--- src/sfcf_regs.vh ---
// sfcf_regs.vh - constants of the serial flash command front end
// assumes: included by bare name from the front end, its checks and the bench
`ifndef SFCF_REGS_VH
`define SFCF_REGS_VH

// link framing
`define SFCF_BYTE_W 8
`define SFCF_ADDR_W 24
`define SFCF_ARRAY_W 22
`define SFCF_ADDR_BYTES 2'd3
`define SFCF_SYNC_STAGES 2

// data direction codes carried in the decode word
`define SFCF_DIR_NONE 2'h0
`define SFCF_DIR_IN 2'h1
`define SFCF_DIR_OUT 2'h2

// recognised opcodes
`define SFCF_OP_READ_HS 8'h1b
`define SFCF_OP_READ_FAST 8'h0b
`define SFCF_OP_READ_SLOW 8'h03
`define SFCF_OP_READ_DUAL 8'h3b
`define SFCF_OP_ERASE_4K 8'h20
`define SFCF_OP_ERASE_32K 8'h52
`define SFCF_OP_ERASE_64K 8'hd8
`define SFCF_OP_CHIP_ERASE_A 8'h60
`define SFCF_OP_CHIP_ERASE_B 8'hc7
`define SFCF_OP_PROGRAM 8'h02
`define SFCF_OP_PROGRAM_DUAL 8'ha2
`define SFCF_OP_SUSPEND 8'hb0
`define SFCF_OP_RESUME 8'hd0
`define SFCF_OP_WR_EN 8'h06
`define SFCF_OP_WR_DIS 8'h04
`define SFCF_OP_PROTECT 8'h36
`define SFCF_OP_UNPROTECT 8'h39
`define SFCF_OP_RD_PROT 8'h3c
`define SFCF_OP_LOCKDOWN 8'h33
`define SFCF_OP_FREEZE_LOCK 8'h34
`define SFCF_OP_RD_LOCK 8'h35
`define SFCF_OP_OTP_PROG 8'h9b
`define SFCF_OP_OTP_READ 8'h77
`define SFCF_OP_RD_STATUS 8'h05
`define SFCF_OP_WR_STATUS1 8'h01
`define SFCF_OP_WR_STATUS2 8'h31
`define SFCF_OP_RESET 8'hf0
`define SFCF_OP_READ_ID 8'h9f
`define SFCF_OP_POWER_DOWN 8'hb9
`define SFCF_OP_WAKE 8'hab

`endif

--- src/sfcf_edge.v ---
// sfcf_edge.v - finds serial clock edges, keeps chip select and data aligned
// assumes: all inputs already synchronised to i_clk, all by the same stages
`timescale 1ns/1ps
`default_nettype none

module sfcf_edge (
	input wire i_clk, // block clock
	input wire i_nrst, // synchronous reset, active low
	input wire i_ce, // clock enable
	input wire i_sck, // synchronised serial clock
	input wire i_cs_n, // synchronised chip select, active low
	input wire [1:0] i_data, // synchronised {shared_out_in, serial in}
	output reg o_sck_rise, // one-cycle pulse on rising serial clock
	output reg o_sck_fall, // one-cycle pulse on falling serial clock
	output reg o_cs_n, // chip select, aligned with the pulses
	output reg [1:0] o_data // data pins, aligned with the pulses
);

	reg sck_r; // last serial clock level

	// data is registered beside the edge so a rising pulse sees the bit
	// that was on the pins when the edge came
	always @(posedge i_clk) begin
		if (!i_nrst) begin
			sck_r <= 1'b0;
			o_sck_rise <= 1'b0;
			o_sck_fall <= 1'b0;
			o_cs_n <= 1'b1;
			o_data <= 2'h0;
		end else if (i_ce) begin
			sck_r <= i_sck;
			o_sck_rise <= i_sck & ~sck_r;
			o_sck_fall <= ~i_sck & sck_r;
			o_cs_n <= i_cs_n;
			o_data <= i_data;
		end
	end

endmodule // sfcf_edge

`default_nettype wire

--- src/sfcf_front_end.v ---
// sfcf_front_end.v - serial command front end of a serial flash device
// assumes: host is an spi master in mode 0 or 3 at no more than i_clk/8;
// array storage and command execution sit behind the user-side ports
`timescale 1ns/1ps
`default_nettype none
`include "sfcf_regs.vh"

module sfcf_front_end (
	input wire i_clk, // block clock, 50 MHz
	input wire i_nrst, // synchronous reset, active low
	input wire i_ce, // clock enable, freezes all state when low
	input wire i_cs_n, // chip select pin, active low
	input wire i_sck, // serial clock pin
	input wire i_sio_in, // serial in / shared_in_out pin level
	input wire i_soi_in, // shared_out_in pin level
	input wire [7:0] i_rd_data, // next read byte, held from o_rd_next
	output reg o_soi_out, // shared_out_in pin drive value
	output reg o_soi_oe, // shared_out_in pin output enable
	output reg o_sio_out, // shared_in_out pin drive value
	output reg o_sio_oe, // shared_in_out pin output enable
	output reg o_cmd_valid, // pulse: opcode and address complete
	output reg [7:0] o_cmd_opcode, // opcode of the current command
	output reg [21:0] o_cmd_addr, // array address of the current command
	output reg o_cmd_end, // pulse: chip select released after o_cmd_valid
	output reg o_wr_valid, // pulse: a write data byte arrived
	output reg [7:0] o_wr_data, // the write data byte
	output reg o_rd_next // pulse: i_rd_data taken, present the next byte
);

	// frame states
	localparam [2:0] ST_IDLE = 3'h0;
	localparam [2:0] ST_OPCODE = 3'h1;
	localparam [2:0] ST_ADDR = 3'h2;
	localparam [2:0] ST_DUMMY = 3'h3;
	localparam [2:0] ST_DATA_IN = 3'h4;
	localparam [2:0] ST_DATA_OUT = 3'h5;
	localparam [2:0] ST_HOLD = 3'h6;
	localparam [2:0] ST_IGNORE = 3'h7;

	// decode word: {supported, has address, dummy bytes, direction, dual}
	function [6:0] op_info;
		input [7:0] op;
		begin
			case (op)
				`SFCF_OP_READ_HS: op_info = {2'b11, 2'd2, `SFCF_DIR_OUT, 1'b0};
				`SFCF_OP_READ_FAST: op_info = {2'b11, 2'd1, `SFCF_DIR_OUT, 1'b0};
				`SFCF_OP_READ_SLOW: op_info = {2'b11, 2'd0, `SFCF_DIR_OUT, 1'b0};
				`SFCF_OP_READ_DUAL: op_info = {2'b11, 2'd1, `SFCF_DIR_OUT, 1'b1};
				`SFCF_OP_ERASE_4K,
				`SFCF_OP_ERASE_32K,
				`SFCF_OP_ERASE_64K,
				`SFCF_OP_PROTECT,
				`SFCF_OP_UNPROTECT: op_info = {2'b11, 2'd0, `SFCF_DIR_NONE, 1'b0};
				`SFCF_OP_CHIP_ERASE_A,
				`SFCF_OP_CHIP_ERASE_B,
				`SFCF_OP_SUSPEND,
				`SFCF_OP_RESUME,
				`SFCF_OP_WR_EN,
				`SFCF_OP_WR_DIS,
				`SFCF_OP_POWER_DOWN,
				`SFCF_OP_WAKE: op_info = {2'b10, 2'd0, `SFCF_DIR_NONE, 1'b0};
				`SFCF_OP_PROGRAM,
				`SFCF_OP_LOCKDOWN,
				`SFCF_OP_FREEZE_LOCK,
				`SFCF_OP_OTP_PROG: op_info = {2'b11, 2'd0, `SFCF_DIR_IN, 1'b0};
				`SFCF_OP_PROGRAM_DUAL: op_info = {2'b11, 2'd0, `SFCF_DIR_IN, 1'b1};
				`SFCF_OP_RD_PROT,
				`SFCF_OP_RD_LOCK: op_info = {2'b11, 2'd0, `SFCF_DIR_OUT, 1'b0};
				`SFCF_OP_OTP_READ: op_info = {2'b11, 2'd2, `SFCF_DIR_OUT, 1'b0};
				`SFCF_OP_RD_STATUS,
				`SFCF_OP_READ_ID: op_info = {2'b10, 2'd0, `SFCF_DIR_OUT, 1'b0};
				`SFCF_OP_WR_STATUS1,
				`SFCF_OP_WR_STATUS2,
				`SFCF_OP_RESET: op_info = {2'b10, 2'd0, `SFCF_DIR_IN, 1'b0};
				default: op_info = 7'h00;
			endcase
		end
	endfunction

	// synchronised and edge-aligned pins
	wire [3:0] pins_sync; // {sck, cs_n, soi, si}
	wire sck_rise;
	wire sck_fall;
	wire cs_n;
	wire [1:0] pin_data; // {soi, si}

	// every pin crosses two flip-flops; chip select resets high
	sfcf_sync #(
		.WIDTH(4),
		.RESET_VAL(4'h4)
	) u_sync (
		.i_clk(i_clk),
		.i_nrst(i_nrst),
		.i_ce(i_ce),
		.i_async({i_sck, i_cs_n, i_soi_in, i_sio_in}),
		.o_sync(pins_sync)
	);

	// mode 0 and mode 3 look alike here: only edges count, never the
	// resting level, so a frame may open with the clock high or low
	sfcf_edge u_edge (
		.i_clk(i_clk),
		.i_nrst(i_nrst),
		.i_ce(i_ce),
		.i_sck(pins_sync[3]),
		.i_cs_n(pins_sync[2]),
		.i_data(pins_sync[1:0]),
		.o_sck_rise(sck_rise),
		.o_sck_fall(sck_fall),
		.o_cs_n(cs_n),
		.o_data(pin_data)
	);

	reg [2:0] state_r;
	reg [2:0] bit_cnt_r; // bits of the current byte taken so far
	reg [1:0] byte_cnt_r; // address or dummy bytes taken so far
	reg [7:0] rx_r; // incoming shift register
	reg [7:0] tx_r; // outgoing shift register
	reg [15:0] addr_r; // first two address bytes; the last comes straight from rx_byte
	reg [1:0] dummy_r; // dummy bytes the command needs
	reg [1:0] dir_r; // data direction of the command
	reg dual_r; // command moves two bits per clock
	reg started_r; // o_cmd_valid was given in this frame

	// two bits per clock only once the data phase is reached
	wire dual_act = dual_r & ((state_r == ST_DATA_IN) | (state_r == ST_DATA_OUT));
	wire [2:0] bit_step = dual_act ? 3'd2 : 3'd1;
	wire last_bit = dual_act ? (bit_cnt_r == 3'd6) : (bit_cnt_r == 3'd7);
	// new bits enter at the bottom so the first bit ends up on top
	wire [7:0] rx_byte = dual_act ? {rx_r[5:0], pin_data} : {rx_r[6:0], pin_data[0]};
	wire [6:0] info = op_info(rx_byte);
	wire [23:0] addr_full = {addr_r[15:0], rx_byte};
	// the read byte to shift out, taken fresh at each byte boundary
	wire [7:0] tx_byte = (bit_cnt_r == 3'd0) ? i_rd_data : tx_r;

	// frame sequencing; chip select high overrides everything
	always @(posedge i_clk) begin
		if (!i_nrst) begin
			state_r <= ST_IDLE;
			bit_cnt_r <= 3'd0;
			byte_cnt_r <= 2'd0;
			rx_r <= 8'h00;
			tx_r <= 8'h00;
			addr_r <= 16'h0000;
			dummy_r <= 2'd0;
			dir_r <= `SFCF_DIR_NONE;
			dual_r <= 1'b0;
			started_r <= 1'b0;
			o_soi_out <= 1'b0;
			o_soi_oe <= 1'b0;
			o_sio_out <= 1'b0;
			o_sio_oe <= 1'b0;
			o_cmd_valid <= 1'b0;
			o_cmd_opcode <= 8'h00;
			o_cmd_addr <= 22'h00_0000;
			o_cmd_end <= 1'b0;
			o_wr_valid <= 1'b0;
			o_wr_data <= 8'h00;
			o_rd_next <= 1'b0;
		end else if (i_ce) begin
			o_cmd_valid <= 1'b0;
			o_cmd_end <= 1'b0;
			o_wr_valid <= 1'b0;
			o_rd_next <= 1'b0;
			if (cs_n) begin
				// end of frame: drop any partial byte, release the pins
				o_cmd_end <= started_r;
				started_r <= 1'b0;
				state_r <= ST_IDLE;
				bit_cnt_r <= 3'd0;
				byte_cnt_r <= 2'd0;
				o_soi_oe <= 1'b0;
				o_sio_oe <= 1'b0;
			end else begin
				case (state_r)
					ST_IDLE: begin
						// chip select low opens a frame at an opcode boundary
						state_r <= ST_OPCODE;
						bit_cnt_r <= 3'd0;
						byte_cnt_r <= 2'd0;
						dual_r <= 1'b0;
					end
					ST_OPCODE: begin
						if (sck_rise) begin
							rx_r <= rx_byte;
							bit_cnt_r <= bit_cnt_r + bit_step;
							if (last_bit) begin
								if (!info[6]) begin
									// nothing stored: opcode, address and mode keep their values
									state_r <= ST_IGNORE;
								end else begin
									o_cmd_opcode <= rx_byte;
									dummy_r <= info[4:3];
									dir_r <= info[2:1];
									dual_r <= info[0];
									if (info[5]) begin
										state_r <= ST_ADDR;
									end else begin
										// no address: the command is complete now
										o_cmd_valid <= 1'b1;
										started_r <= 1'b1;
										state_r <= (info[2:1] == `SFCF_DIR_IN) ? ST_DATA_IN :
											(info[2:1] == `SFCF_DIR_OUT) ? ST_DATA_OUT : ST_HOLD;
										o_soi_oe <= (info[2:1] == `SFCF_DIR_OUT);
										o_sio_oe <= (info[2:1] == `SFCF_DIR_OUT) & info[0];
									end
								end
							end
						end
					end
					ST_ADDR: begin
						if (sck_rise) begin
							rx_r <= rx_byte;
							bit_cnt_r <= bit_cnt_r + bit_step;
							if (last_bit) begin
								addr_r <= addr_full[15:0];
								byte_cnt_r <= byte_cnt_r + 2'd1;
								if (byte_cnt_r == `SFCF_ADDR_BYTES - 2'd1) begin
									// only the low bits reach the array side
									o_cmd_addr <= addr_full[`SFCF_ARRAY_W-1:0];
									byte_cnt_r <= 2'd0;
									if (dummy_r != 2'd0) begin
										state_r <= ST_DUMMY;
									end else begin
										o_cmd_valid <= 1'b1;
										started_r <= 1'b1;
										state_r <= (dir_r == `SFCF_DIR_IN) ? ST_DATA_IN :
											(dir_r == `SFCF_DIR_OUT) ? ST_DATA_OUT : ST_HOLD;
										o_soi_oe <= (dir_r == `SFCF_DIR_OUT);
										o_sio_oe <= (dir_r == `SFCF_DIR_OUT) & dual_r;
									end
								end
							end
						end
					end
					ST_DUMMY: begin
						// dummy bits are clocked in and thrown away
						if (sck_rise) begin
							bit_cnt_r <= bit_cnt_r + bit_step;
							if (last_bit) begin
								byte_cnt_r <= byte_cnt_r + 2'd1;
								if (byte_cnt_r == dummy_r - 2'd1) begin
									byte_cnt_r <= 2'd0;
									o_cmd_valid <= 1'b1;
									started_r <= 1'b1;
									state_r <= ST_DATA_OUT;
									o_soi_oe <= 1'b1;
									o_sio_oe <= dual_r;
								end
							end
						end
					end
					ST_DATA_IN: begin
						// dual program: shared_out_in stays an input and brings the upper bit
						if (sck_rise) begin
							rx_r <= rx_byte;
							bit_cnt_r <= bit_cnt_r + bit_step;
							if (last_bit) begin
								o_wr_data <= rx_byte;
								o_wr_valid <= 1'b1;
							end
						end
					end
					ST_DATA_OUT: begin
						// the host samples on the rise, so the count moves there
						if (sck_rise) begin
							bit_cnt_r <= bit_cnt_r + bit_step;
						end
						// drive on the fall; a new byte is taken at each boundary
						if (sck_fall) begin
							o_rd_next <= (bit_cnt_r == 3'd0);
							o_soi_out <= tx_byte[7];
							if (dual_r) begin
								// second bit of each pair leaves on shared_in_out
								o_sio_out <= tx_byte[6];
								tx_r <= {tx_byte[5:0], 2'b00};
							end else begin
								tx_r <= {tx_byte[6:0], 1'b0};
							end
						end
					end
					ST_HOLD: begin
						// command complete; extra clocks carry nothing
						state_r <= ST_HOLD;
					end
					ST_IGNORE: begin
						// deaf until chip select goes high and low again
						state_r <= ST_IGNORE;
					end
					default: begin
						state_r <= ST_IDLE;
					end
				endcase
			end
		end
	end

endmodule // sfcf_front_end

`default_nettype wire

--- src/sfcf_sync.v ---
// sfcf_sync.v - two flip-flop synchroniser for a group of pin levels
// assumes: inputs are asynchronous levels; outputs are in the i_clk domain
`timescale 1ns/1ps
`default_nettype none

module sfcf_sync #(
	parameter WIDTH = 4,
	parameter [WIDTH-1:0] RESET_VAL = {WIDTH{1'b0}}
) (
	input wire i_clk, // block clock
	input wire i_nrst, // synchronous reset, active low
	input wire i_ce, // clock enable, freezes state when low
	input wire [WIDTH-1:0] i_async, // raw pin levels
	output reg [WIDTH-1:0] o_sync // levels safe to use in i_clk domain
);

	reg [WIDTH-1:0] meta_r; // first stage: only o_sync reads it

	// plain two-stage chain; no logic between the stages
	always @(posedge i_clk) begin
		if (!i_nrst) begin
			meta_r <= RESET_VAL;
			o_sync <= RESET_VAL;
		end else if (i_ce) begin
			meta_r <= i_async;
			o_sync <= meta_r;
		end
	end

endmodule // sfcf_sync

`default_nettype wire

--- config.mk ---
export PLATFORM = sky130hd
export DESIGN_NAME = sfcf_front_end
export DESIGN_NICKNAME = d
export VERILOG_FILES = /design/src/sfcf_edge.v /design/src/sfcf_front_end.v /design/src/sfcf_sync.v
export VERILOG_INCLUDE_DIRS = /design/src
export SDC_FILE = /design/constraint.sdc
export NUM_CORES = 1
export LEC_CHECK = 0
export ABC_AREA = 1
export ABC_CLOCK_PERIOD_IN_PS = 5600
export BUFFER_PORTS_ARGS = -buffer_cell sky130_fd_sc_hd__buf_4
export CAP_MARGIN = 10
export CORE_MARGIN = 2
export CORE_UTILIZATION = 55
export CTS_CLUSTER_DIAMETER = 30
export DETAILED_ROUTE_END_ITERATION = 7
export GPL_ROUTABILITY_DRIVEN = 0
export PLACE_DENSITY = 0.81
export SETUP_SLACK_MARGIN = 0.1
export SYNTH_ARGS = -nofsm -noshare
export SYNTH_HDL_FRONTEND = slang
export SYNTH_SLANG_ARGS = --single-unit
--- constraint.sdc ---
create_clock -name i_clk -period 5.6 [get_ports i_clk]
set_input_delay 1.4 -clock i_clk [delete_from_list [all_inputs] [get_ports i_clk]]
set_output_delay 1.4 -clock i_clk [all_outputs]
set_load 0.01 [all_outputs]
# After elaboration in Yosys (flattened, before gate mapping)
# Index checks and enable logic that the tools add are counted.
# Widths: inputs -> output; s select.
[word_totals] ff_bits=103 word_cells=224 inputBits=15 output_inout_bits=46
[op_classes] addsub=3 mux=95 bitwise_logic=9 reduce_logical=29 n_eq_ne=60
[op_table] cell="$eq 8x8->1 const B" count=10
[op_table] cell="$eq 8x6->1 const B" count=9
[op_table] cell="$pmux 7 s10" count=1
[op_table] cell="$mux 1" count=57
[op_table] cell="$mux 3" count=14
[op_table] cell="$eq 8x3->1 const B" count=3
[op_table] cell="$eq 8x7->1 const B" count=3
[op_table] cell="$mux 2" count=12
[op_table] cell="$mux 8" count=3
[op_table] cell="$ne 3x2->1 const B" count=8
[op_table] cell="$reduce_and 6->1" count=4
[op_table] cell="$eq 3x3->1 const B" count=6
[op_table] cell="$pmux 3 s6" count=1
[op_table] cell="$eq 8x2->1 const B" count=2
[op_table] cell="$reduce_and 5->1" count=3
[op_table] cell="$reduce_and 13->1" count=1
[op_table] cell="$ne 3x1->1 const B" count=4
[op_table] cell="$pmux 1 s3" count=4
[op_table] cell="$reduce_and 10->1" count=1
[op_table] cell="$reduce_or 5->1" count=2
[op_table] cell="$reduce_or 3->1" count=3
[op_table] cell="$eq 8x1->1 const B" count=1
[op_table] cell="$eq 8x4->1 const B" count=1
[op_table] cell="$eq 8x5->1 const B" count=1
[op_table] cell="other kinds (26)" count=42

# Depth between registers and ports, before layout
# Gate-level depths: netlist of the first run.
[logic_depth] ltp_word=16 mapped_depth=20 ltp_nobuf=19

# Hierarchy
# A second synthesis of the first run with hierarchy kept.
[hier_totals] hier_cells=720 hier_area_um2=5129.9
[modules_own_cells] module="sfcf_front_end" instances=1 area_each_um2=4593.2 seq_area_each_um2=1761.7 cells_per_inst=645
[modules_own_cells] module="sfcf_sync" instances=1 area_each_um2=317.8 seq_area_each_um2=160.2 cells_per_inst=47
[modules_own_cells] module="sfcf_edge" instances=1 area_each_um2=219.0 seq_area_each_um2=120.1 cells_per_inst=28

# Worst setup path before layout of the first run
# No wires, ideal clock.
[synth_timing] path_kind="input port to flip-flop" start="in i_ce" end="reg o_cmd_addr[13]" setup_time_ns=0.074 required_time_ns=5.526 t_arrival_ns=2.631 slack_ns=2.894 path_buffers=1 path_stages=9 cell_sequence="inv_1 -> nor3_1 -> nand2_1 -> nor2_2 -> inv_2 -> nor2_2 -> buf_2 -> o21ai_0 -> a31oi_1"
[synth_via] elab_chain_cells=1
[synth_rtl] element="start, declared" line_no="sfcf_front_end.v:11" text="input wire i_ce,"
[synth_rtl] element="$reduce_and 6->1 (no source line)"
[synth_rtl] element="end signal, assigned" line_no="sfcf_front_end.v:220" text="o_cmd_addr <= addr_full[`SFCF_ARRAY_W-1:0];"
[synth_rtl] element="end, declared" line_no="sfcf_front_end.v:23" text="output reg [21:0] o_cmd_addr,"
# Every way passes these cells.
# A chain may end at the register's enable or synchronous reset.

# Final worst setup path of the first run
[layout_timing] start="in i_ce" end="reg o_cmd_addr[18]"
# The elaborated chain is that of the path after synthesis.

==> metrics.txt, run 1 <==
# TYPE chip_impl_metric gauge
chip_impl_metric{name="setup_violators_final",unit=""} 0
chip_impl_info{name="synth_top_cell_by_area",value="sky130_fd_sc_hd__dfxtp_1"} 1
chip_impl_info{name="synthMostInstantiatedCell",value="sky130_fd_sc_hd__nand2_1"} 1
chip_impl_metric{name="final_nets",unit=""} 791
chip_impl_metric{name="ys_seq_area_share",unit="%"} 40.8
chip_impl_metric{name="avgRoutedWirePerCell",unit="um"} 13.9
chip_impl_metric{name="ctsResizeCount",unit=""} 0
chip_impl_metric{name="firstDrtPassIters",unit=""} 5
chip_impl_metric{name="route.final.wire_length",unit="um"} 12300
chip_impl_metric{name="placementRows",unit=""} 34
chip_impl_metric{name="timing.slew.headroom",unit="%"} 33.3
chip_impl_metric{name="coreArea",unit="um^2"} 8760
chip_impl_metric{name="route.detailed.drc",unit=""} 0
chip_impl_metric{name="synth_top_area_share",unit="%"} 40.8
chip_impl_metric{name="worst_slack",unit="ps"} 1760
chip_impl_metric{name="vdd.ir_drop.worst",unit="mV"} 0.167
chip_impl_info{name="yosys-top-cells-area",value="sky130_fd_sc_hd__dfxtp_1 (41%), sky130_fd_sc_hd__nand2_1 (12%), sky130_fd_sc_hd__o21ai_0 (7.3%)"} 1
chip_impl_metric{name="synth_cells",unit=""} 722
chip_impl_metric{name="hpwl",unit="um"} 8560
chip_impl_info{name="tritoncts",value="built"} 1
chip_impl_metric{name="die_area",unit="um^2"} 9870
chip_impl_metric{name="fin_util",unit="%"} 64.6
chip_impl_metric{name="post_synth_instance_area",unit="um^2"} 5000
chip_impl_info{name="hold_class",value="flip-flop to flip-flop"} 1
chip_impl_info{name="rsz0062_at_grt",value="false"} 1
chip_impl_metric{name="syn-mean-instance-area",unit="um^2"} 6.93
chip_impl_metric{name="cts.sink_count",unit=""} 102
chip_impl_metric{name="cts_htree_levels",unit=""} 3
chip_impl_metric{name="detail-route-antenna-nets",unit=""} 0
chip_impl_metric{name="grt_util_all_layers",unit="%"} 25.2
chip_impl_info{name="status",value="completed"} 1
chip_impl_metric{name="crit_path_max_fanout",unit=""} 27
chip_impl_info{name="synth_flop_cell",value="sky130_fd_sc_hd__dfxtp_1"} 1
chip_impl_metric{name="grt_first_pass_wirelength",unit="um"} 20700
chip_impl_metric{name="n_antenna_cell",unit=""} 0
chip_impl_info{name="crit_path_end_kind",value="flip-flop"} 1
chip_impl_metric{name="chipWidth",unit="um"} 99.4
chip_impl_metric{name="layout-area-overhead-vs-synth",unit="%"} 13.2
chip_impl_metric{name="clkLatencyLatePin",unit="ps"} 380
chip_impl_info{name="crit_type",value="input pin to flip-flop"} 1
chip_impl_metric{name="yosys_warnings",unit=""} 0
chip_impl_metric{name="max_freq",unit="MHz"} 260
chip_impl_metric{name="final.setup_skew",unit="ps"} 7.76
chip_impl_metric{name="asyncSetResetFlopFracSynth",unit="%"} 0
chip_impl_metric{name="endpoint_arrival_time_on_the_critical_path",unit="ps"} 4110
chip_impl_metric{name="grt_pass1_vias",unit=""} 4407
chip_impl_metric{name="detailroute.via_count",unit=""} 4942
chip_impl_metric{name="netlist-cell-type-count",unit=""} 38
chip_impl_metric{name="worst-endpoint-required",unit="ps"} 5870
chip_impl_metric{name="cts_hold_buf",unit=""} 0
chip_impl_info{name="cts_root_buffer",value="sky130_fd_sc_hd__clkbuf_8"} 1
chip_impl_info{name="synth_common_cells",value="sky130_fd_sc_hd__nand2_1 (159), sky130_fd_sc_hd__dfxtp_1 (102), sky130_fd_sc_hd__nor2_1 (94)"} 1
chip_impl_info{name="timing.critical_path.from_type",value="input pin"} 1
chip_impl_metric{name="power.total",unit="uW"} 1290
chip_impl_metric{name="antenna_found_initial",unit=""} 0
chip_impl_metric{name="slew_violations",unit=""} 0
chip_impl_metric{name="place.port_buffers",unit=""} 60
chip_impl_metric{name="drive_gt1_share",unit="%"} 16.0
chip_impl_metric{name="final.min_clock_period",unit="ps"} 3840
chip_impl_metric{name="synth.ff_latch_count",unit=""} 102
chip_impl_metric{name="power-per-cell-area",unit="nW/um^2"} 228
chip_impl_metric{name="viasPerCell",unit=""} 5.62
chip_impl_metric{name="clock_path_buffers",unit=""} 2
chip_impl_metric{name="grt.overflow.total",unit=""} 0
chip_impl_metric{name="initial_core_util",unit="%"} 57.1
chip_impl_metric{name="placement.setup.worst_slack",unit="ps"} 1400
chip_impl_metric{name="post_synth_edffs",unit=""} 0
chip_impl_metric{name="drv_cap",unit=""} 0
chip_impl_metric{name="synthesis.nets",unit=""} 747
chip_impl_metric{name="power.leakage",unit="uW"} 0.00264
chip_impl_metric{name="numCtsBuffers",unit=""} 9
chip_impl_metric{name="fraction_of_the_cycle_the_final_worst_path_needs",unit="%"} 68.6
chip_impl_metric{name="fin_hold_viols",unit=""} 0
chip_impl_metric{name="die-height",unit="um"} 99.4
chip_impl_metric{name="setup-tns-final",unit="ps"} 0
chip_impl_metric{name="timing_worst_slew_pin_value",unit="ps"} 993
chip_impl_metric{name="grt_start_max_net_pins",unit=""} 79
chip_impl_metric{name="i_o_pins",unit=""} 61
chip_impl_metric{name="post-cts-setup-buffers",unit=""} 0
chip_impl_metric{name="drtIter0Drc",unit=""} 426
chip_impl_metric{name="cts.clk_slew.worst_paths",unit="ps"} 110
registers in the layout (all words and copies together), names as in the netlist, 2 cells and up:
name	flops
o_cmd_addr	22
addr_r	14
o_cmd_opcode	8
o_wr_data	8
rx_r	7
tx_r	7
u_sync.meta_r	4
u_sync.o_sync	4
bit_cnt_r	3
state_r	3
byte_cnt_r	2
dir_r	2
dummy_r	2
u_edge.o_data	2
layout make-up:
type / count / area (um^2)
Clock buffer: 9 / 124
Clock inverter: 7 / 86.3
Fill cell: 773 / 3100
Inverter: 69 / 259
Multi-Input combinational cell: 523 / 2560
Sequential cell: 102 / 2040
Tap cell: 108 / 135
Timing Repair Buffer: 61 / 458
through the flow:
stage	hold WS, ps	cell area [um^2]	std cells
2_1_floorplan	429	5000	722
3_3_place_gp	441	5450	863
3_5_place_dp	447	5450	863
4_1_cts	471	5660	879
5_1_grt	491	5660	879
6_report	467	5660	879
critical path, cell delays in order:
cell and delay (ps):
sky130_fd_sc_hd__buf_4 170, sky130_fd_sc_hd__inv_1 280, sky130_fd_sc_hd__nor3_1 320, sky130_fd_sc_hd__nand2_1 170
sky130_fd_sc_hd__nor2_2 110, sky130_fd_sc_hd__buf_4 260, sky130_fd_sc_hd__inv_2 150, sky130_fd_sc_hd__nor2_2 670
sky130_fd_sc_hd__inv_1 320, sky130_fd_sc_hd__nor2_1 170, sky130_fd_sc_hd__nor2_1 70
routing by layer:
layer,part of all wire [%],track usage [%],routed length (um),vias up
met3,5.7,3.94,702,26
met1,46,36.0,5600,2294
li1,-,-,-,2451
met4,1.8,7.48,216,0
met5,0,0,0,-
met2,47,39.5,5740,171
path summary, 6_finish.rpt:
check | endpoint | slack (ps) | cells past startpoint | startpoint
worst min-delay path | o_sio_oe | 470 | 2 | o_sio_oe
worst min register to register | o_sio_oe | 470 | 2 | o_sio_oe
worst max-delay path | o_cmd_addr[18] | 1760 | 11 | i_ce
worst max register to register | o_cmd_addr[18] | 1800 | 11 | dual_r
power breakdown:
| part | total, uW | internal (uW) | switching, uW |
|---|---|---|---|
| Combinational | 69.4 | 22.9 | 46.5 |
| Sequential | 741 | 733 | 7.31 |
| Clock | 479 | 181 | 298 |
| Total | 1290 | 938 | 352 |
cells by family after synthesis:
kind of cell	Yosys count	synth area share, %
XOR/XNOR	1	0.175
AND/OR/NAND/NOR	345	30.5
flip-flops	102	40.8
buffers and inverters	97	8.08
AO/OA/AOI/OAI	167	17.9
adder cells (fa/ha/maj)	10	2.50
placed cells by master (no fill, tap or decap), drive strengths merged:
master	n
ha	10
o21ai	76
a32oi	1
dfxtp	102
nor2	103
a211oi	9
nand3b	1
a2bb2oi	1
inv	70
xor2	1
a21oi	67
o21a	1
clkinv	6
a31oi	8
a22oi	1
nand2	184
nand4	13
o22ai	1
o221ai	1
buf	61
clkbuf	9
o21bai	1
or2	1
nor3	7
nand3	36
(Power assumes the default switching activity.)
==> run 2, diff against run 1 <==
- ABC_CLOCK_PERIOD_IN_PS: 5600 -> 3800
- clock period: 5.6 -> 3.8 ns (I/O delays scaled with it)
==> metrics.txt, run 2 (synthesis gave the netlist of run 1 again) <==
# TYPE chip_impl_metric gauge
chip_impl_metric{name="cts.clk_slew.worst_paths",unit="ps"} 100
chip_impl_metric{name="slew_violations",unit=""} 0
chip_impl_info{name="hold_class",value="flip-flop to flip-flop"} 1
chip_impl_metric{name="drive_gt1_share",unit="%"} 16.6
chip_impl_metric{name="power-per-cell-area",unit="nW/um^2"} 330
chip_impl_metric{name="worstPathBufferInverterCount",unit=""} 2
chip_impl_info{name="status",value="completed"} 1
chip_impl_info{name="top_register",value="o_cmd_addr"} 1
chip_impl_metric{name="hpwl",unit="um"} 8820
chip_impl_metric{name="grt_pass1_vias",unit=""} 4468
chip_impl_metric{name="drv_cap",unit=""} 0
chip_impl_metric{name="detailed_place.area",unit="um^2"} 5500
chip_impl_info{name="critical_path.most_common_cell",value="sky130_fd_sc_hd__nor2_2"} 1
chip_impl_metric{name="fin_hold_viols",unit=""} 0
chip_impl_info{name="crit_path_end_kind",value="flip-flop"} 1
chip_impl_metric{name="vdd.ir_drop.worst",unit="mV"} 0.243
chip_impl_metric{name="setup.reg_to_reg.worst_slack",unit="ps"} 690
chip_impl_metric{name="met2RoutedLength",unit="um"} 5660
chip_impl_metric{name="cts.sink_count",unit=""} 102
chip_impl_metric{name="number_of_fillers_in_the_final_layout",unit=""} 779
chip_impl_info{name="layout.cells.most_common",value="sky130_fd_sc_hd__nand2_1"} 1
chip_impl_metric{name="power_report.internal_total",unit="uW"} 1390
chip_impl_metric{name="final_nets",unit=""} 797
chip_impl_metric{name="die_area",unit="um^2"} 9870
chip_impl_metric{name="route.final.wire_length",unit="um"} 12400
chip_impl_metric{name="setup-tns-final",unit="ps"} 0
chip_impl_metric{name="critical-path-max-stage-delay",unit="ps"} 750
chip_impl_metric{name="met3WireLength",unit="um"} 838
chip_impl_metric{name="route.detailed.drc",unit=""} 0
chip_impl_metric{name="multi_input_area",unit="um^2"} 2560
chip_impl_metric{name="detailroute.via_count",unit=""} 4941
chip_impl_metric{name="firstDrtPassIters",unit=""} 5
chip_impl_metric{name="timing_worst_slew_pin_value",unit="ps"} 663
chip_impl_metric{name="place.port_buffers",unit=""} 60
chip_impl_metric{name="wl_met1",unit="um"} 5590
chip_impl_metric{name="placementRows",unit=""} 34
chip_impl_metric{name="initial_core_util",unit="%"} 57.1
chip_impl_metric{name="grt_util_all_layers",unit="%"} 25.7
chip_impl_metric{name="cts_hold_buf",unit=""} 0
chip_impl_metric{name="worst-endpoint-required",unit="ps"} 4110
chip_impl_info{name="route.top_layer_used",value="met4"} 1
chip_impl_info{name="cts_root_buffer",value="sky130_fd_sc_hd__clkbuf_8"} 1
chip_impl_metric{name="power.leakage",unit="uW"} 0.00267
chip_impl_metric{name="layout-area-overhead-vs-synth",unit="%"} 13.9
chip_impl_info{name="tritoncts",value="built"} 1
chip_impl_metric{name="final.min_clock_period",unit="ps"} 3110
chip_impl_metric{name="sequentialPowerShare",unit="%"} 58.1
chip_impl_metric{name="coreArea",unit="um^2"} 8760
chip_impl_metric{name="power.share.switching",unit="%"} 26.0
chip_impl_info{name="crit_type",value="flip-flop to flip-flop"} 1
chip_impl_metric{name="fraction_of_the_cycle_the_final_worst_path_needs",unit="%"} 81.8
chip_impl_info{name="commonest_non_fill_non_tap_cells_in_the_layout",value="sky130_fd_sc_hd__nand2_1 (159), sky130_fd_sc_hd__dfxtp_1 (102), sky130_fd_sc_hd__nor2_1 (94), sky130_fd_sc_hd__o21ai_0 (73)"} 1
chip_impl_metric{name="net-switching-power",unit="uW"} 490
chip_impl_metric{name="die-height",unit="um"} 99.4
chip_impl_info{name="crit_slowest_cell",value="sky130_fd_sc_hd__dfxtp_1"} 1
chip_impl_metric{name="crit_path_max_fanout",unit=""} 17
chip_impl_metric{name="antenna_found_initial",unit=""} 0
chip_impl_metric{name="ctsResizeCount",unit=""} 0
chip_impl_metric{name="grt.overflow.total",unit=""} 0
chip_impl_metric{name="finish.instance_area",unit="um^2"} 5700
chip_impl_metric{name="hold_ws",unit="ps"} 471
chip_impl_metric{name="grt_start_max_net_pins",unit=""} 78
chip_impl_info{name="rsz0062_at_grt",value="false"} 1
chip_impl_metric{name="drtIter0Drc",unit=""} 387
chip_impl_metric{name="clkLatencyLatePin",unit="ps"} 380
chip_impl_metric{name="setup_violators_final",unit=""} 0
chip_impl_metric{name="post-cts-setup-buffers",unit=""} 0
chip_impl_metric{name="share_comb_of_total_power",unit="%"} 5.6
chip_impl_info{name="critical-path-top-delay-family",value="simple AND/OR/NAND/NOR gates"} 1
chip_impl_metric{name="viasPerCell",unit=""} 5.58
chip_impl_metric{name="clock_path_buffers",unit=""} 2
chip_impl_metric{name="detail-route-antenna-nets",unit=""} 0
chip_impl_info{name="crit_path_cell_trace",value="nand3_4 > ha_1 > nor2_1 > nand2_1 > nor2_2 > inv_2 > nor2_2 > buf_4 > o21ai_0 > a31oi_1"} 1
chip_impl_metric{name="final.setup_skew",unit="ps"} 12.8
chip_impl_metric{name="max_ffs_per_register",unit=""} 22
chip_impl_metric{name="grt_first_pass_wirelength",unit="um"} 20900
chip_impl_metric{name="power.clock.fraction",unit="%"} 36.3
chip_impl_metric{name="timing.slew.headroom",unit="%"} 55.8
chip_impl_info{name="timing.critical_path.from_type",value="flip-flop"} 1
chip_impl_metric{name="layout.area.seq",unit="um^2"} 2040
chip_impl_metric{name="chipWidth",unit="um"} 99.4
chip_impl_info{name="biggestRegsByFlops",value="o_cmd_addr (22), addr_r (14)"} 1
chip_impl_metric{name="numCtsBuffers",unit=""} 9
chip_impl_metric{name="endpoint_arrival_time_on_the_critical_path",unit="ps"} 3410
chip_impl_metric{name="cts_htree_levels",unit=""} 3
chip_impl_metric{name="max_freq",unit="MHz"} 322
chip_impl_metric{name="n_antenna_cell",unit=""} 0
chip_impl_metric{name="avgRoutedWirePerCell",unit="um"} 14.0
chip_impl_metric{name="i_o_pins",unit=""} 61
run 2: layer usage:
| metal | vias up | GRT usage (%) |
|---|---|---|
| li1 | 2461 | - |
| met5 | - | 0 |
| met1 | 2226 | 34.9 |
| met2 | 219 | 40.5 |
| met3 | 35 | 6.47 |
| met4 | 0 | 8.22 |
run 2: path summary, 6_finish.rpt:
path / start / endpoint / cells after the start
max reg2reg: dual_r / o_cmd_addr[4] / 10
min: o_soi_oe / o_soi_oe / 2
max: dual_r / o_cmd_addr[4] / 10
min reg2reg: o_soi_oe / o_soi_oe / 2
run 2: worst register-to-register path: stages (launching register included):
cell	delay, ps
sky130_fd_sc_hd__dfxtp_1	750
sky130_fd_sc_hd__nand3_4	330
sky130_fd_sc_hd__ha_1	390
sky130_fd_sc_hd__nor2_1	240
sky130_fd_sc_hd__nand2_1	160
sky130_fd_sc_hd__nor2_2	170
sky130_fd_sc_hd__inv_2	120
sky130_fd_sc_hd__nor2_2	350
sky130_fd_sc_hd__buf_4	260
sky130_fd_sc_hd__o21ai_0	100
sky130_fd_sc_hd__a31oi_1	180
run 2: cell type report:
type                            count  share of cell area [%]
Clock buffer                       10                    2.42
Clock inverter                      6                    1.10
Multi-Input combinational cell    523                    44.9
Sequential cell                   102                    35.9
Tap cell                          108                    2.37
Inverter                           69                    4.55
Timing Repair Buffer               67                    8.83
run 2: per-stage QoR:
step	util [%]	instances	setup slack, ps	power (uW)
global route	65.0	885	332	1950
finish	65.0	885	692	1880
CTS	65.0	885	741	1890
global placement	62.7	869	892	1220
detailed placement	62.7	869	780	1220
floorplan	-	722	1520	1180
run 2: power groups by stage:
stage / Sequential [uW] / Clock (uW) / Combinational (uW)
2_1_floorplan: 1110 / 0 / 71.0
3_3_place_gp: 1120 / 0 / 102
3_5_place_dp: 1120 / 0 / 103
4_1_cts: 1090 / 694 / 104
5_1_grt: 1090 / 741 / 120
6_report: 1090 / 683 / 106
==> run 3, diff against run 2 <==
- ABC_AREA: 1 -> 0
- ABC_CLOCK_PERIOD_IN_PS: 3800 -> 3200
- clock period: 3.8 -> 3.2 ns (I/O delays scaled with it)
==> metrics.txt, run 3 <==
# TYPE chip_impl_metric gauge
chip_impl_metric{name="setup.reg_to_reg.worst_slack",unit="ps"} 270
chip_impl_metric{name="drtIter0Drc",unit=""} 750
chip_impl_metric{name="coreArea",unit="um^2"} 9680
chip_impl_metric{name="die_area",unit="um^2"} 10700
chip_impl_info{name="synth_common_cells",value="sky130_fd_sc_hd__dfxtp_1 (102), sky130_fd_sc_hd__nand2_1 (93), sky130_fd_sc_hd__nor2_1 (78)"} 1
chip_impl_metric{name="detailed_place.area",unit="um^2"} 6010
chip_impl_metric{name="avgRoutedWirePerCell",unit="um"} 16.9
chip_impl_metric{name="number_of_fillers_in_the_final_layout",unit=""} 860
chip_impl_metric{name="slew_violations",unit=""} 0
chip_impl_metric{name="numCtsBuffers",unit=""} 9
chip_impl_metric{name="final.setup_skew",unit="ps"} 14.5
chip_impl_metric{name="detail-route-antenna-nets",unit=""} 0
chip_impl_info{name="yosys-top-cells-area",value="sky130_fd_sc_hd__dfxtp_1 (37%), sky130_fd_sc_hd__mux2i_1 (7.3%), sky130_fd_sc_hd__nand2_1 (6.4%)"} 1
chip_impl_info{name="layout.cells.most_common",value="sky130_fd_sc_hd__dfxtp_1"} 1
chip_impl_info{name="timing.critical_path.from_type",value="flip-flop"} 1
chip_impl_metric{name="clkLatencyLatePin",unit="ps"} 370
chip_impl_metric{name="endpoint_arrival_time_on_the_critical_path",unit="ps"} 3240
chip_impl_metric{name="post-cts-setup-buffers",unit=""} 0
chip_impl_info{name="top_register",value="o_cmd_addr"} 1
chip_impl_metric{name="fin_hold_viols",unit=""} 0
chip_impl_info{name="synth_flop_cell",value="sky130_fd_sc_hd__dfxtp_1"} 1
chip_impl_metric{name="critical-path-max-stage-delay",unit="ps"} 380
chip_impl_metric{name="chipWidth",unit="um"} 104
chip_impl_metric{name="setup-tns-final",unit="ps"} 0
chip_impl_metric{name="final.min_clock_period",unit="ps"} 2930
chip_impl_metric{name="layout-area-overhead-vs-synth",unit="%"} 14.7
chip_impl_metric{name="route.detailed.drc",unit=""} 0
chip_impl_metric{name="finish.instance_area",unit="um^2"} 6260
chip_impl_metric{name="detailroute.via_count",unit=""} 5273
chip_impl_info{name="tritoncts",value="built"} 1
chip_impl_metric{name="grt_util_all_layers",unit="%"} 25.8
chip_impl_metric{name="r2r_cells",unit=""} 8
chip_impl_info{name="synthMostInstantiatedCell",value="sky130_fd_sc_hd__dfxtp_1"} 1
chip_impl_info{name="endpoint_of_the_worst_hold_path",value="o_cmd_addr[20]"} 1
chip_impl_metric{name="viasPerCell",unit=""} 6.22
chip_impl_metric{name="synth_top_area_share",unit="%"} 37.4
chip_impl_metric{name="drv_cap",unit=""} 0
chip_impl_metric{name="net-switching-power",unit="uW"} 559
chip_impl_metric{name="timing.slew.headroom",unit="%"} 47.1
chip_impl_metric{name="vdd.ir_drop.worst",unit="mV"} 0.209
chip_impl_metric{name="setup_violators_final",unit=""} 0
chip_impl_info{name="crit_slowest_cell",value="sky130_fd_sc_hd__dfxtp_2"} 1
chip_impl_metric{name="place_inst",unit=""} 832
chip_impl_metric{name="synthesis.nets",unit=""} 696
chip_impl_metric{name="final_cells",unit=""} 848
chip_impl_metric{name="power.share.switching",unit="%"} 24.5
chip_impl_metric{name="i_o_pins",unit=""} 61
chip_impl_metric{name="grt_first_pass_wirelength",unit="um"} 23200
chip_impl_metric{name="fin_util",unit="%"} 64.7
chip_impl_info{name="cts_root_buffer",value="sky130_fd_sc_hd__clkbuf_8"} 1
chip_impl_info{name="commonest_non_fill_non_tap_cells_in_the_layout",value="sky130_fd_sc_hd__dfxtp_1 (95), sky130_fd_sc_hd__nand2_1 (93), sky130_fd_sc_hd__buf_4 (81), sky130_fd_sc_hd__nor2_1 (78), sky130_fd_sc_hd__a21oi_1 (54)"} 1
chip_impl_metric{name="crit_path_max_fanout",unit=""} 14
chip_impl_metric{name="share_comb_of_total_power",unit="%"} 3.8
chip_impl_info{name="biggestRegsByFlops",value="o_cmd_addr (22), addr_r (14)"} 1
chip_impl_metric{name="cts_htree_levels",unit=""} 3
chip_impl_info{name="synth_top_cell_by_area",value="sky130_fd_sc_hd__dfxtp_1"} 1
chip_impl_metric{name="grt.overflow.total",unit=""} 0
chip_impl_metric{name="power.leakage",unit="uW"} 0.00239
chip_impl_metric{name="initial_core_util",unit="%"} 56.4
chip_impl_metric{name="antenna_found_initial",unit=""} 0
chip_impl_metric{name="placementRows",unit=""} 36
chip_impl_metric{name="cts_hold_buf",unit=""} 0
chip_impl_info{name="hold_class",value="flip-flop to flip-flop"} 1
chip_impl_metric{name="power-per-cell-area",unit="nW/um^2"} 363
chip_impl_metric{name="die-height",unit="um"} 104
chip_impl_metric{name="drive_gt1_share",unit="%"} 17.1
chip_impl_metric{name="worst-endpoint-required",unit="ps"} 3500
chip_impl_metric{name="cts.clk_slew.worst_paths",unit="ps"} 110
chip_impl_metric{name="fraction_of_the_cycle_the_final_worst_path_needs",unit="%"} 91.7
chip_impl_info{name="status",value="completed"} 1
chip_impl_metric{name="grt_pass1_vias",unit=""} 4755
chip_impl_metric{name="timing_worst_slew_pin_value",unit="ps"} 793
chip_impl_metric{name="power_report.internal_total",unit="uW"} 1720
chip_impl_metric{name="route.final.wire_length",unit="um"} 14300
chip_impl_metric{name="sequentialPowerShare",unit="%"} 56.5
chip_impl_metric{name="max_freq",unit="MHz"} 341
chip_impl_info{name="crit_path_end_kind",value="flip-flop"} 1
chip_impl_metric{name="post_synth_instance_area",unit="um^2"} 5460
chip_impl_metric{name="yosys_warnings",unit=""} 0
chip_impl_metric{name="hpwl",unit="um"} 10000
chip_impl_metric{name="n_antenna_cell",unit=""} 0
chip_impl_metric{name="asyncSetResetFlopFracSynth",unit="%"} 0
chip_impl_metric{name="number_of_instances_on_the_worst_hold_path",unit=""} 2
chip_impl_info{name="rsz0062_at_grt",value="false"} 1
chip_impl_metric{name="grt_start_max_net_pins",unit=""} 76
chip_impl_info{name="crit_type",value="flip-flop to flip-flop"} 1
chip_impl_info{name="min-delay-start",value="o_cmd_addr[20]"} 1
chip_impl_metric{name="hold_ws",unit="ps"} 457
chip_impl_metric{name="clock_path_buffers",unit=""} 2
chip_impl_metric{name="post_synth_edffs",unit=""} 0
chip_impl_metric{name="max_ffs_per_register",unit=""} 22
chip_impl_metric{name="cts.sink_count",unit=""} 102
chip_impl_metric{name="synth.ff_latch_count",unit=""} 102
chip_impl_metric{name="power.clock.fraction",unit="%"} 39.6
chip_impl_metric{name="synth_cells",unit=""} 671
chip_impl_metric{name="final_nets",unit=""} 735
chip_impl_info{name="r2r-start",value="state_r[1]"} 1
chip_impl_metric{name="firstDrtPassIters",unit=""} 8
chip_impl_metric{name="place.port_buffers",unit=""} 60
chip_impl_info{name="crit-reg2reg-capture",value="o_sio_oe"} 1
chip_impl_info{name="crit_path_cell_trace",value="and3b_1 > buf_4 > mux2_1 > a32o_2 > a2111oi_0 > o211ai_1 > o31ai_2 > mux2i_1"} 1
chip_impl_metric{name="netlist-cell-type-count",unit=""} 76
chip_impl_metric{name="syn-mean-instance-area",unit="um^2"} 8.14
chip_impl_metric{name="ctsResizeCount",unit=""} 0
chip_impl_metric{name="ys_seq_area_share",unit="%"} 37.4
-- run 3: worst max-delay path: cells and delay by family (launching register included) --
family	cells	cell delay, ps
AOI/OAI and AO/OA	4	1310
muxes	2	600
DFF	1	380
and+or+nand+nor	1	320
buffers and inverters	1	240
-- run 3: power groups by stage --
stage	combinational, uW	sequential, uW	clock (uW)
finish	87.6	1290	901
global route	95.7	1290	966
CTS	86.2	1290	909
detailed placement	86.0	1320	0
global placement	83.0	1320	0
floorplan	61.5	1310	0
-- run 3: worst max-delay path by stage --
stage                          start             to  slack (ps)  depth (start not counted)
final                     state_r[1]       o_sio_oe         270                          8
after global routing          dual_r       o_sio_oe         140                         12
after CTS                    rx_r[3]       o_sio_oe         140                         11
after detailed placement     rx_r[3]       o_sio_oe         180                         11
after global placement       rx_r[3]       o_sio_oe         340                         11
after floorplan           state_r[1]  o_cmd_addr[6]         250                         12
-- run 3: logic make-up after synthesis --
logic type,synth area share [%]
and+or+nand+nor,24.5
buffers and inverters,6.14
DFF,37.4
xor gates and xnor gates,0.802
adders and majority gates,2.29
AOI/OAI and AO/OA,20.8
muxes,8.07
-- run 3: area by class of cell --
class / count / area, um^2 / area share [%]
multi-input cells: 492 / 3110 / 49.6
flip-flops and latches: 102 / 2050 / 32.8
repair buffers: 82 / 619 / 9.89
well taps: 133 / 166 / 2.66
clock buffers: 10 / 138 / 2.20
inverters: 23 / 91.3 / 1.46
clock inverters: 6 / 88.8 / 1.42
-- run 3: per-stage QoR --
step,power (uW),setup slack [ps]
4_1_cts,2280,144
3_3_place_gp,1400,342
2_1_floorplan,1370,245
5_1_grt,2350,136
6_report,2280,267
3_5_place_dp,1400,183
-- run 3: per-layer routing --
metal	up-vias	wire length [um]	global-route usage, %
li1	2489	-	-
met2	294	6500	40.9
met4	0	540	9.36
met5	-	0	0
met1	2412	5930	34.5
met3	78	1350	6.17
